$ cat config.mk
export PLATFORM = sky130hd
export DESIGN_NAME = phymp_port
export DESIGN_NICKNAME = d
export VERILOG_FILES = /design/src/pkg/phymp_pkg.sv /design/src/rtl/phymp_port.sv
export VERILOG_INCLUDE_DIRS = /design/src /design/src/pkg
export SDC_FILE = /design/constraint.sdc
export NUM_CORES = 1
export LEC_CHECK = 0
export ABC_AREA = 0
export BUFFER_PORTS_ARGS = -buffer_cell sky130_fd_sc_hd__buf_2
export CORE_MARGIN = 2
export CORE_UTILIZATION = 40
export DETAILED_ROUTE_END_ITERATION = 16
export PLACE_DENSITY = 0.71
export SLEW_MARGIN = 15
export SYNTH_ARGS = -nofsm -noshare
export SYNTH_HDL_FRONTEND = slang
export SYNTH_HIERARCHICAL = 1
export SYNTH_SLANG_ARGS = --single-unit
$ cat constraint.sdc
create_clock -name core_clk -period 2.7 [get_ports core_clk]
set_clock_uncertainty 0.05 [all_clocks]
set_input_delay 0.135 -clock core_clk [delete_from_list [all_inputs] [get_ports core_clk]]
set_output_delay 0.135 -clock core_clk [all_outputs]
set_load 0.02 [all_outputs]
$ cat src/pkg/phymp_map.svh
// Purpose: Offsets, field positions, reset values and timing counts
// Assumes: APB byte addresses, 32-bit words
// Notes:   Definitions only
`ifndef PHYMP_MAP_SVH
`define PHYMP_MAP_SVH

// ==========================================================
// Register byte offsets
`define PHYMP_OFS_CTRL 8'h00
`define PHYMP_OFS_STRAP 8'h04
`define PHYMP_OFS_TXDATA 8'h08
`define PHYMP_OFS_RXDATA 8'h0C
`define PHYMP_OFS_STATUS 8'h10

// ==========================================================
// Control fields
`define PHYMP_CTRL_LED0_LO 0
`define PHYMP_CTRL_LED1_LO 2
`define PHYMP_CTRL_SPEED 4
`define PHYMP_CTRL_DUPLEX 5
`define PHYMP_CTRL_RST 6'h00

// ==========================================================
// Status and data fields
`define PHYMP_ST_OVF 0
`define PHYMP_ST_RXPEND 1
`define PHYMP_ST_ISO 2
`define PHYMP_ST_SPD 3
`define PHYMP_ST_FDX 4
`define PHYMP_DATA_VALID 8
`define PHYMP_STRAP_MODE_LO 16

// ==========================================================
// LED function selects
`define PHYMP_LED_DEFAULT 2'h0
`define PHYMP_LED_OFF 2'h1
`define PHYMP_LED_ON 2'h2
`define PHYMP_LED_ALT 2'h3

// ==========================================================
// Timing and FIFO size
`define PHYMP_CLK_NS 50
`define PHYMP_STRAP_WAIT 2'h2
`define PHYMP_FIFO_DEPTH 4
`define PHYMP_FIFO_WIDTH 4

`endif

$ cat src/pkg/phymp_pkg.sv
// Purpose: Types shared by the MAC-port and strap logic
// Assumes: phymp_map.svh holds all numbers
// Notes:   Pin bundle carries one bit per shared strap pin
package phymp_pkg;

  // ==========================================================
  // Shared strap/output pins, one bit each
  typedef struct packed {
    logic autoCrossover;
    logic hw_sw_control_strap;
    logic regAccess;
    logic nodeRepeater;
    logic autoneg;
    logic speed;
    logic rmiiSel;
    logic siSel;
    logic duplex;
    logic rxIsolate;
    logic addr4;
    logic addr3;
    logic addr2;
    logic addr1;
    logic addr0;
  } phymp_pins_t;

  // ==========================================================
  // APB request from the master
  typedef struct packed {
    logic psel;
    logic penable;
    logic pwrite;
    logic [7:0] paddr;
    logic [31:0] pwdata;
  } phymp_apb_req_t;

  typedef struct packed {
    logic pready;
    logic pslverr;
    logic [31:0] prdata;
  } phymp_apb_rsp_t;

  typedef enum logic [1:0] {
    MODE_MII,
    MODE_SI,
    MODE_RMII
  } phymp_mode_t;

  typedef enum logic [1:0] {
    STRAP_SYNC,
    STRAP_RUN
  } phymp_strap_st_t;

endpackage : phymp_pkg

$ cat src/rtl/phymp_port.sv
// Purpose: MAC-side data port, strap capture and LEDs of a 10/100 PHY
// Assumes: core_clk 20 MHz; ref clock far slower, sampled as data
// Notes:   FIFO and top live here; APB slave answers with one wait
//
// Implementation choices: the register addresses and the APB register port.
`timescale 1ns/1ps
`include "phymp_map.svh"

// ==========================================================
// Small synchronous FIFO
module phymp_fifo #(
  parameter int WIDTH = `PHYMP_FIFO_WIDTH,
  parameter int DEPTH = `PHYMP_FIFO_DEPTH
) (
  // Clock and reset
  input wire logic core_clk,
  input wire logic rst_b,
  // Fill side
  input wire logic inValid,
  output logic inReady,
  input wire logic [WIDTH-1:0] inData,
  // Drain side
  output logic outValid,
  input wire logic outReady,
  output logic [WIDTH-1:0] outData
);
  localparam int AW = $clog2(DEPTH);
  logic [WIDTH-1:0] mem_q [DEPTH];
  logic [AW-1:0] wrPtr_q;
  logic [AW-1:0] rdPtr_q;
  logic [AW:0] count_q;
  wire push = inValid & inReady;
  wire pop = outValid & outReady;

  assign inReady = (count_q != (AW+1)'(DEPTH));
  assign outValid = (count_q != '0);
  assign outData = mem_q[rdPtr_q];

  function automatic logic [AW-1:0] nextPtr(input logic [AW-1:0] p);
    nextPtr = (p == AW'(DEPTH - 1)) ? '0 : p + 1'b1;
  endfunction : nextPtr

  always_ff @(posedge core_clk or negedge rst_b) begin
    if (!rst_b) begin
      wrPtr_q <= '0;
      rdPtr_q <= '0;
      count_q <= '0;
    end else begin
      if (push) wrPtr_q <= nextPtr(wrPtr_q);
      if (pop) rdPtr_q <= nextPtr(rdPtr_q);
      count_q <= count_q + (AW+1)'(push) - (AW+1)'(pop);
    end
  end

  // Storage needs no reset; validity comes from count_q
  always_ff @(posedge core_clk) begin
    if (push) mem_q[wrPtr_q] <= inData;
  end
endmodule : phymp_fifo

// ==========================================================
// Top
module phymp_port (
  // Clock and reset
  input wire logic core_clk,
  input wire logic rst_b,
  // Reference clock from the board
  input wire logic refClk,
  // Shared strap/output pins
  input wire phymp_pkg::phymp_pins_t pinIn,
  output phymp_pkg::phymp_pins_t pinOut,
  output phymp_pkg::phymp_pins_t pinOe,
  output logic ledOutThree,
  // Transmit inputs from the MAC
  input wire logic txEn,
  input wire logic [3:0] txd,
  // Strap results
  output logic [4:0] mgmtAddr,
  output logic fullRegAccess,
  // APB
  input wire phymp_pkg::phymp_apb_req_t apbReq,
  output phymp_pkg::phymp_apb_rsp_t apbRsp
);
  import phymp_pkg::*;

  // ==========================================================
  // Input synchronisers
  logic [2:0] refSync_q;
  phymp_pins_t pinMeta_q;
  phymp_pins_t pinSync_q;
  logic [4:0] txMeta_q;
  logic [4:0] txSync_q;

  always_ff @(posedge core_clk or negedge rst_b) begin
    if (!rst_b) begin
      refSync_q <= '0;
      pinMeta_q <= '0;
      pinSync_q <= '0;
      txMeta_q <= '0;
      txSync_q <= '0;
    end else begin
      refSync_q <= {refSync_q[1:0], refClk};
      pinMeta_q <= pinIn;
      pinSync_q <= pinMeta_q;
      txMeta_q <= {txEn, txd};
      txSync_q <= txMeta_q;
    end
  end

  wire refRise = refSync_q[1] & ~refSync_q[2];
  wire refFall = ~refSync_q[1] & refSync_q[2];

  // ==========================================================
  // Strap capture, once after reset release
  phymp_strap_st_t strapSt_q;
  logic [1:0] strapCnt_q;
  phymp_pins_t strap_q;
  wire strapTake = (strapSt_q == STRAP_SYNC) &&
    (strapCnt_q == `PHYMP_STRAP_WAIT);

  always_ff @(posedge core_clk or negedge rst_b) begin
    if (!rst_b) begin
      strapSt_q <= STRAP_SYNC;
      strapCnt_q <= '0;
    end else begin
      case (strapSt_q)
        STRAP_SYNC: begin
          strapCnt_q <= strapCnt_q + 2'h1;
          if (strapTake) strapSt_q <= STRAP_RUN;
        end
        STRAP_RUN: strapSt_q <= STRAP_RUN;
        default: strapSt_q <= STRAP_SYNC;
      endcase
    end
  end

  // Sampled once, after the pins pass both synchroniser stages
  always_ff @(posedge core_clk or negedge rst_b) begin
    if (!rst_b) begin
      strap_q <= '0;
    end else if (strapTake) begin
      strap_q <= pinSync_q;
    end
  end

  wire strapsValid = (strapSt_q == STRAP_RUN);
  wire [4:0] addrD = {strap_q.addr4, strap_q.addr3, strap_q.addr2,
    strap_q.addr1, strap_q.addr0};
  wire phymp_mode_t mode = strap_q.rmiiSel ? MODE_RMII :
    (strap_q.siSel ? MODE_SI : MODE_MII);
  wire isMii = strapsValid && (mode == MODE_MII);
  wire isRmii = strapsValid && (mode == MODE_RMII);

  // ==========================================================
  // Control register and derived speed/duplex
  logic [5:0] ctrl_q;
  wire speed100 = strap_q.autoneg ? ctrl_q[`PHYMP_CTRL_SPEED] :
    strap_q.speed;
  wire fullDuplex = strap_q.autoneg ? ctrl_q[`PHYMP_CTRL_DUPLEX] :
    strap_q.duplex;
  // Isolation input only exists when strapped on; pin is synchronised but ignored else
  wire isoActive = strap_q.rxIsolate & pinSync_q.addr1;

  // ==========================================================
  // Transmit capture into the FIFO
  logic [1:0] txLow_q;
  logic txHalf_q;
  logic txOvf_q;
  wire fifoInReady;
  wire fifoOutValid;
  wire [3:0] fifoOutData;
  wire miiPush = isMii & refRise & txSync_q[4];
  wire rmiiPush = isRmii & refRise & txSync_q[4] & txHalf_q;
  wire txPush = miiPush | rmiiPush;
  wire [3:0] txNibble = isRmii ? {txSync_q[1:0], txLow_q} :
    txSync_q[3:0];

  always_ff @(posedge core_clk or negedge rst_b) begin
    if (!rst_b) begin
      txLow_q <= '0;
      txHalf_q <= 1'b0;
    end else if (isRmii & refRise) begin
      // Low dibit first; a frame end drops an odd dibit
      txLow_q <= txSync_q[1:0];
      txHalf_q <= txSync_q[4] & ~txHalf_q;
    end
  end

  // ==========================================================
  // APB decode
  wire apbAccess = apbReq.psel & apbReq.penable;
  wire apbCommit = apbAccess & apbRsp.pready;
  wire hitCtrl = (apbReq.paddr == `PHYMP_OFS_CTRL);
  wire hitStrap = (apbReq.paddr == `PHYMP_OFS_STRAP);
  wire hitTx = (apbReq.paddr == `PHYMP_OFS_TXDATA);
  wire hitRx = (apbReq.paddr == `PHYMP_OFS_RXDATA);
  wire hitStat = (apbReq.paddr == `PHYMP_OFS_STATUS);
  wire hitAny = hitCtrl | hitStrap | hitTx | hitRx | hitStat;
  wire wrCommit = apbCommit & apbReq.pwrite;
  wire txPop = apbCommit & ~apbReq.pwrite & hitTx;
  logic rxPend_q;
  logic [3:0] rxNib_q;
  wire rxLoad = wrCommit & hitRx & ~rxPend_q;
  wire ovfClr = wrCommit & hitStat & apbReq.pwdata[`PHYMP_ST_OVF];

  phymp_fifo #(
    .WIDTH(`PHYMP_FIFO_WIDTH),
    .DEPTH(`PHYMP_FIFO_DEPTH)
  ) uTxFifo (
    .core_clk(core_clk),
    .rst_b(rst_b),
    .inValid(txPush),
    .inReady(fifoInReady),
    .inData(txNibble),
    .outValid(fifoOutValid),
    .outReady(txPop),
    .outData(fifoOutData)
  );

  wire [31:0] statusWord = {27'h0, fullDuplex, speed100, isoActive,
    rxPend_q, txOvf_q};
  wire [31:0] strapWord = {14'h0, 2'(mode), 1'b0, strap_q};
  // Empty reads show a zero nibble rather than a stale slot
  wire [31:0] txWord = {23'h0, fifoOutValid, 4'h0,
    fifoOutValid ? fifoOutData : 4'h0};
  wire [31:0] rdWord = hitCtrl ? {26'h0, ctrl_q} :
    hitStrap ? strapWord :
    hitTx ? txWord :
    hitRx ? {27'h0, rxPend_q, rxNib_q} :
    hitStat ? statusWord : 32'h0;

  always_ff @(posedge core_clk or negedge rst_b) begin
    if (!rst_b) begin
      apbRsp <= '0;
      ctrl_q <= `PHYMP_CTRL_RST;
      txOvf_q <= 1'b0;
    end else begin
      // One wait state lets the answer come from a flop
      apbRsp.pready <= apbAccess & ~apbRsp.pready;
      apbRsp.pslverr <= apbAccess & ~apbRsp.pready & ~hitAny;
      apbRsp.prdata <= apbReq.pwrite ? 32'h0 : rdWord;
      if (wrCommit & hitCtrl) ctrl_q <= apbReq.pwdata[5:0];
      // Overflow seen in the clear cycle survives the clear
      txOvf_q <= (txOvf_q & ~ovfClr) | (txPush & ~fifoInReady);
    end
  end

  // ==========================================================
  // Receive path: software nibble out, dibits in RMII mode
  logic rxHalf_q;
  logic [3:0] rxd_q;
  logic rxdv_q;
  wire rxOk = rxPend_q & ~isoActive;
  wire rxStep = refFall & (isMii | isRmii);
  wire rxDone = rxStep & rxOk & (isMii | rxHalf_q);

  always_ff @(posedge core_clk or negedge rst_b) begin
    if (!rst_b) begin
      rxPend_q <= 1'b0;
      rxNib_q <= '0;
      rxHalf_q <= 1'b0;
      rxd_q <= '0;
      rxdv_q <= 1'b0;
    end else begin
      if (rxLoad) begin
        rxPend_q <= 1'b1;
        rxNib_q <= apbReq.pwdata[3:0];
      end else if (rxDone) begin
        rxPend_q <= 1'b0;
      end
      // Isolation blanks the outputs at once, not at the next ref edge
      if (rxStep | isoActive) begin
        if (!rxOk) begin
          rxd_q <= '0;
          rxdv_q <= 1'b0;
          rxHalf_q <= 1'b0;
        end else if (isMii) begin
          rxd_q <= rxNib_q;
          rxdv_q <= 1'b1;
        end else begin
          rxd_q <= {2'h0, rxHalf_q ? rxNib_q[3:2] : rxNib_q[1:0]};
          rxdv_q <= 1'b1;
          rxHalf_q <= ~rxHalf_q;
        end
      end
    end
  end

  // ==========================================================
  // LEDs and pin drive
  function automatic logic ledFn(input logic [1:0] sel, input logic dflt,
      input logic alt);
    case (sel)
      `PHYMP_LED_DEFAULT: ledFn = dflt;
      `PHYMP_LED_OFF: ledFn = 1'b0;
      `PHYMP_LED_ON: ledFn = 1'b1;
      default: ledFn = alt;
    endcase
  endfunction : ledFn

  wire activity = txSync_q[4] | rxdv_q;
  wire led0 = ledFn(ctrl_q[`PHYMP_CTRL_LED0_LO +: 2], activity,
    fullDuplex);
  wire led1 = ledFn(ctrl_q[`PHYMP_CTRL_LED1_LO +: 2], speed100,
    fullDuplex);
  // Clock out is the delayed ref so it lines up with rxd_q updates
  wire clkOut = refSync_q[2];
  phymp_pins_t outD;
  phymp_pins_t oeD;

  always_comb begin
    outD = '0;
    oeD = '0;
    if (strapsValid) begin
      outD.addr0 = led0;
      oeD.addr0 = 1'b1;
      outD.addr1 = led1;
      oeD.addr1 = ~strap_q.rxIsolate;
      outD.addr2 = 1'b1;
      oeD.addr2 = 1'b1;
      outD.addr4 = fullDuplex;
      oeD.addr4 = 1'b1;
      oeD.siSel = 1'b1;
      outD.rxIsolate = rxd_q[1];
      oeD.rxIsolate = isMii | isRmii;
      outD.duplex = rxd_q[0];
      oeD.duplex = isMii | isRmii;
      outD.rmiiSel = rxdv_q;
      oeD.rmiiSel = isMii | isRmii;
      outD.addr3 = rxd_q[2];
      oeD.addr3 = isMii;
      outD.autoCrossover = rxd_q[3];
      oeD.autoCrossover = isMii;
      outD.autoneg = clkOut;
      oeD.autoneg = isMii;
      outD.speed = clkOut;
      oeD.speed = isMii;
      outD.hw_sw_control_strap = rxdv_q;
      oeD.hw_sw_control_strap = isMii;
      oeD.nodeRepeater = isMii;
      oeD.regAccess = isMii;
    end
  end

  always_ff @(posedge core_clk or negedge rst_b) begin
    if (!rst_b) begin
      pinOut <= '0;
      pinOe <= '0;
      ledOutThree <= 1'b0;
      mgmtAddr <= '0;
      fullRegAccess <= 1'b0;
    end else begin
      pinOut <= outD;
      pinOe <= oeD;
      ledOutThree <= strapsValid & isoActive;
      mgmtAddr <= addrD;
      fullRegAccess <= strap_q.regAccess;
    end
  end

endmodule : phymp_port

Word level (Yosys, flattened, before mapping)
Memories as Yosys holds them, arrays and structs flattened.
Index checks and enable logic that the tools add are counted.
- $add $sub $neg: 5
- equality and inequality tests: 16
- mux-type cells: 32
- bitwise gates (word level): 52
- reduce and logical (&&, ||, !) cells: 11
- operator list (operator ; number):
    18-bit 2-to-1 mux ; 3
    1-bit AND ; 30
    8-bit by 4-bit equality test with 1-bit output (second input constant) ; 2
    4-bit 2-to-1 mux ; 4
    15-bit 2-to-1 mux ; 1
    2-bit equality test (second input constant) ; 6
    2-bit 2-to-1 mux ; 6
    1-bit inverter ; 12
    1-bit 2-to-1 mux ; 10
    5-bit 2-to-1 mux ; 2
    1-bit OR ; 10
    9-bit 2-to-1 mux ; 1
    8-bit by 3-bit equality test with 1-bit output (second input constant) ; 1
    8-bit by 5-bit equality test with 1-bit output (second input constant) ; 1
    2-bit logical NOT ; 4
    8-bit logical NOT ; 1
    7-bit 2-to-1 mux ; 1
    2-bit by 1-bit adder with 2-bit output (second input constant) ; 3
    2-bit by 1-bit equality test with 1-bit output (second input constant) ; 3
    1-bit one-hot mux with 3 select lines ; 2
    2-bit inequality test (second input constant) ; 2
    2-bit one-hot mux with 2 select lines ; 1
    3-bit by 1-bit adder with 3-bit output ; 1
    1-bit logical AND ; 3
    6 further kinds ; 6
- bits in registers: 144
- RAM bits: 16
- input port bits: 66
- output and inout bits: 71
- logic and storage cells: 212
- memories kept: 1
- memory list (name ; words ; width ; read ports ; clocked after Yosys merged registers in ; wr ports ; RTL line ; source):
    uTxFifo.mem_q ; 4 ; 4 ; 1 ; 0 ; 1 ; phymp_port.sv:28 ; logic [WIDTH-1:0] mem_q [DEPTH];

Depth between registers and ports, before layout
- depth after elaboration: 11
- depth in mapped cells: 13
- gate-level depth less buffers: 13

Cells and area by module
Netlist, hierarchy kept.
- by module, submodules not included (module ; times used ; cells each ; area each (um^2) ; seq. area each (um^2)):
    phymp_port ; 1 ; 350 ; 4609.4 ; 3027.9
    phymp_fifo ; 1 ; 59 ; 1022.2 ; 655.6

Worst setup path before layout
Ideal clock, no wire load.
- kind: input-to-reg
- start: input port apbReq[33] in the netlist's numbering
- end: register uTxFifo.count_q[2]
- setup time: 123 ps
- data arrival time: 2182 ps
- data required time: 2527 ps
- setup slack: 346 ps
- cell stages on the path: 13
- path buffers: 0
- cells stage by stage: or3_4 nor3_1 nand2b_1 nor3_1 nand2_1 inv_1 ha_1 inv_1 ha_1 inv_1 fa_1 xnor2_1 xnor2_1
- longest elaborated chain between the ends: 4
- ends and longest elaborated chain (item ; RTL line ; source):
    from (decl) ; phymp_port.sv:81 ; input wire phymp_pkg::phymp_apb_req_t apbReq,
    8-bit by 4-bit equality test with 1-bit output (no line) ; n/a ;
    1-bit AND ; phymp_port.sv:200 ; wire txPop = apbCommit & ~apbReq.pwrite & hitTx;
    via txPop ; phymp_port.sv:200 ;
    1-bit AND ; phymp_port.sv:33 ; wire pop = outValid & outReady;
    via uTxFifo.pop ; phymp_port.sv:33 ;
    3-bit by 1-bit subtractor with 3-bit output ; phymp_port.sv:51 ; count_q <= count_q + (AW+1)'(push) - (AW+1)'(pop);
    to (signal assigned) ; phymp_port.sv:51 ;
    to (decl) ; phymp_port.sv:31 ; logic [AW:0] count_q;
The timed path passes the listed nets, and every way through them passes these cells.
A chain may end at the register's enable or synchronous reset.

Worst setup path in the final report
- start: register refSync_q[1]
- end: register uTxFifo.count_q[2]
- longest elaborated chain between the ends: 8
- elaborated cells between the ends (all ways): 10
- those cells by class: add/sub: 2; bitwise: 8
- ends and longest elaborated chain (item ; RTL line ; source):
    from (decl) ; phymp_port.sv:88 ; logic [2:0] refSync_q;
    from (signal assigned) ; phymp_port.sv:102 ; refSync_q <= {refSync_q[1:0], refClk};
    1-bit AND (*) ; phymp_port.sv:110 ; wire refRise = refSync_q[1] & ~refSync_q[2];
    1-bit AND (3 in series) ; phymp_port.sv:173 ; wire rmiiPush = isRmii & refRise & txSync_q[4] & txHalf_q;
    1-bit OR (*) ; phymp_port.sv:174 ; wire txPush = miiPush | rmiiPush;
    via txPush ; phymp_port.sv:174 ;
    1-bit AND (*) ; phymp_port.sv:32 ; wire push = inValid & inReady;
    3-bit by 1-bit adder with 3-bit output (*) ; phymp_port.sv:51 ;
    3-bit by 1-bit subtractor with 3-bit output (*) ; phymp_port.sv:51 ;
Mark *: on every way through the listed nets, which the timed path passes. The rest lies on a longest branch.

==> run metrics <==
CTS tree done; P_sw around 0.0012 W; pin count of the biggest net entering global routing between 50 and 60; fraction of registers with async set or reset after synthesis between 80% and 90%; die area approximately 15000 um^2; detail-routed net length per standard cell 14.8 um; row cnt between 40 and 50; Crit. End Element register; Metal-1 WL around 4600 um; pwr dens about 710 nW/um^2; final worst slack slightly above 200 ps; largest family of logic cells by synthesized area simple AND/OR/NAND/NOR gates; Worst-path clk slew about 60 ps; GRT Total Usage between 15 and 20%; global-route wire length before repair 17000 um; Synth Area in Adders about 2.1%; Leak Pwr ~3.3 nW; Clock Power Share a little over two fifths; RSZ-0062 raised after global routing no; status complete, no violations; Critical Path Fanout Max 4; drt drc 0; Syn Area/Cell roughly 14 um^2; Clock Path Buffers 2; DR pass1 iterations 5; critical path startpoint category register; antenna violations before repair 0; number of flops mapped to enable cells by yosys 16; Pint around 0.0038 W; RR Startpoint refSync_q[1]$_DFF_PN0_; met2 WL approximately 5400 um; Die Ht 123 um; final setup vio count 0; DP Cell Count 663; kind of critical path register to register; Hold Crit Class primary input to register; Die Wd between 100 and 150 um; worst hold slack 129 ps; Mapped Area 5630 um^2; First DRT Iteration DRCs between 150 and 200; antenna viol nets, final 0; Sw Ratio between 20% and 30%; GR Overflow Total 0; Final Hold Vio Count 0; #FFs+latches synth 144; post-synthesis simple-gate area fraction between 10 and 15%; most frequent cells in the layout dfrtp_1 (128), buf_2 (91), mux2_2 (34); Critical Path AT between 2000 and 3000 ps; sequential share of power 48.5%; fin crit period about 2500 ps; compound-gate portion of the synthesized area about 3.7%; maximum VDD drop approximately 0.37 mV; Total Wirelength between 10000 and 15000 um; worst setup path start refSync_q[1]$_DFF_PN0_; post-synthesis sequential area ratio between 60% and 70%; Root Buffer clkbuf_16; hold_sp apbReq[38]; logic gate share of total power 9.4%; Max-cap violations 0; placed wire-length estimate 7670 um; worst path required time between 2000 and 3000 ps; slew of the pin with the lowest slew margin 664 ps; fraction of layout cells with a size suffix above 1 34.4%; most common cell after layout, fill and taps aside dfrtp_1; post-synthesis mux area share between 9 and 10%; antenna cell count 0; Final Slew Violations 0; # nets final roughly 600; Tcrit/Tclk final 92.3%; Synth Instances around 400; Num CTS Buffers 17; Netlist cell types 50; IO Port Bufs between 90 and 100; initial core utilization between 40% and 50%; xor/xnor cell area share of the yosys netlist less than 1%; post-CTS setup buffer count 0; Placer Congestion 0.860; highest routed layer met4; core area approximately 14000 um^2; dpl ws 88.4 ps; wire length on met3 just over 500 um; Finished Layout Cells 726; clock latency on the worst-skew pair a little over 400 ps; boundary pin count roughly 140; Warnings, synthesis 6; CTS H-Tree Depth 4; fill cell count roughly 1.2k; top_reg_cell synth dfrtp_1; Via Count approximately 3.4k; Vias/cell 4.69; Final TNS setup 0 ps; Area growth syn-to-layout 24.9%; max_slew headroom roughly 56%; vias in the first global route approximately 3.3k; Fmax achieved approximately 0.4 GHz; number of clock sinks 144
-- state kept, by name, summed over array words and instances (netlist names), 2 cells and up --
| name | cells |
|---|---|
| strapCnt_q | 2 |
| uTxFifo/count_q | 3 |
| refSync_q | 3 |
| mgmtAddr | 5 |
| pinOe | 4 |
| rxNib_q | 4 |
| uTxFifo/wrPtr_q | 2 |
| apbRsp | 19 |
| pinSync_q | 15 |
| txSync_q | 5 |
| pinMeta_q | 15 |
| pinOut | 9 |
| addrD | 5 |
| txMeta_q | 5 |
| ctrl_q | 6 |
| uTxFifo/mem_q | 16 |
| uTxFifo/rdPtr_q | 2 |
| txLow_q | 2 |
| strapWord | 10 |
| rxd_q | 4 |
-- per-layer routing --
metal  vias up  track usage (%)
met4         0             8.12
li1       1619                -
met1      1666             19.4
met2       108             25.0
met3        14             3.44
met5         -                0
-- synthesized netlist by cell type, types with 2 or more instances --
cell        n  area share [%]
xnor2_1     3            0.47
nand3_2     2            0.36
a21o_1      2            0.27
nor3b_1     2            0.27
edfxtp_1   16             8.5
nor2b_1     8            0.89
a32o_1      2            0.36
ha_1        8             1.8
mux4_2      4             1.6
nand3b_1    5            0.67
dfrtp_1   128              57
nand4_1     4            0.44
nand2b_1    5            0.56
and3_1      4            0.44
nor4_1      2            0.22
nand3_1     9            0.80
o21ai_0     9            0.80
mux2_2     34             6.8
nand4b_1    2            0.31
mux2i_1     4            0.71
o31ai_1     4            0.53
nor3_1      8            0.71
buf_4      32             4.3
and2_1     17             1.9
nand2_1    22             1.5
and3_2      4            0.53
a21oi_1    12             1.1
mux2_4      2            0.53
o22ai_1     2            0.22
nor2_1     13            0.87
buf_2       5            0.44
inv_1      10            0.67
clkbuf_1    8            0.53
-- stage by stage --
stage	total power [W]	area [um^2]	util, %
detailed placement	0.00289	6180	44.7
CTS	0.00503	7030	50.9
global placement	0.00286	6180	44.7
global route	0.00519	7030	50.9
floorplan	0.00273	5700	-
finish	0.00497	7030	50.9
-- path summary, 6_finish.rpt --
check	to	cells past startpoint	slack, ps
worst max-delay path	uTxFifo/count_q[2]$_DFF_PN0_	12	210
worst min-delay path	rxPend_q$_DFFE_PN0P_	4	130
worst max register to register	uTxFifo/count_q[2]$_DFF_PN0_	12	210
worst min register to register	pinSync_q[13]$_DFF_PN0_	0	300
max in group asynchronous	txSync_q[4]$_DFF_PN0_	3	1530
min in group asynchronous	apbRsp[32]$_DFF_PN0_	2	230
-- worst max-delay path, stage by stage (launching register included) --
cell and delay, ps:
dfrtp_1 400, nor2b_2 190, nand3_1 110, nor2_1 210, and2_4 210, inv_1 50
ha_1 280, inv_1 60, ha_1 130, inv_1 50, fa_1 370, xnor2_1 190
xnor2_1 140
-- power by group through the flow --
| stage | registers (W) | logic [W] | clock network, W |
|---|---|---|---|
| 2_1_floorplan | 0.00243 | 0.000302 | 0 |
| 3_3_place_gp | 0.00243 | 0.000422 | 0 |
| 3_5_place_dp | 0.00244 | 0.000442 | 0 |
| 4_1_cts | 0.00241 | 0.000477 | 0.00215 |
| 5_1_grt | 0.00242 | 0.000525 | 0.00224 |
| 6_report | 0.00241 | 0.000468 | 0.00209 |
-- logic make-up after synthesis --
family,Yosys count
flip-flops,144
AND/OR/NAND/NOR,118
buffers and inverters,56
multiplexers,44
AO/OA/AOI/OAI,34
adder cells (fa/ha/maj),9
XOR/XNOR,3
other,1
-- repair_timing --
item | in CTS | in global routing
resized for setup | 0 | 1
hold buffers | 31 | 0
endpoints found under the hold margin | 78 | 0
setup endpoints to repair | 0 | 1
-- area by class of cell --
cell class	instances	area, um^2	area share [%]
multi-input cells	226	1680	23.9
clock buffers	19	454	6.46
clock inverters	13	87.6	1.25
repair buffers	134	868	12.3
flip-flops and latches	144	3680	52.4
well taps	180	225	3.20
inverters	10	37.5	0.534
(Power assumes the default switching activity.)
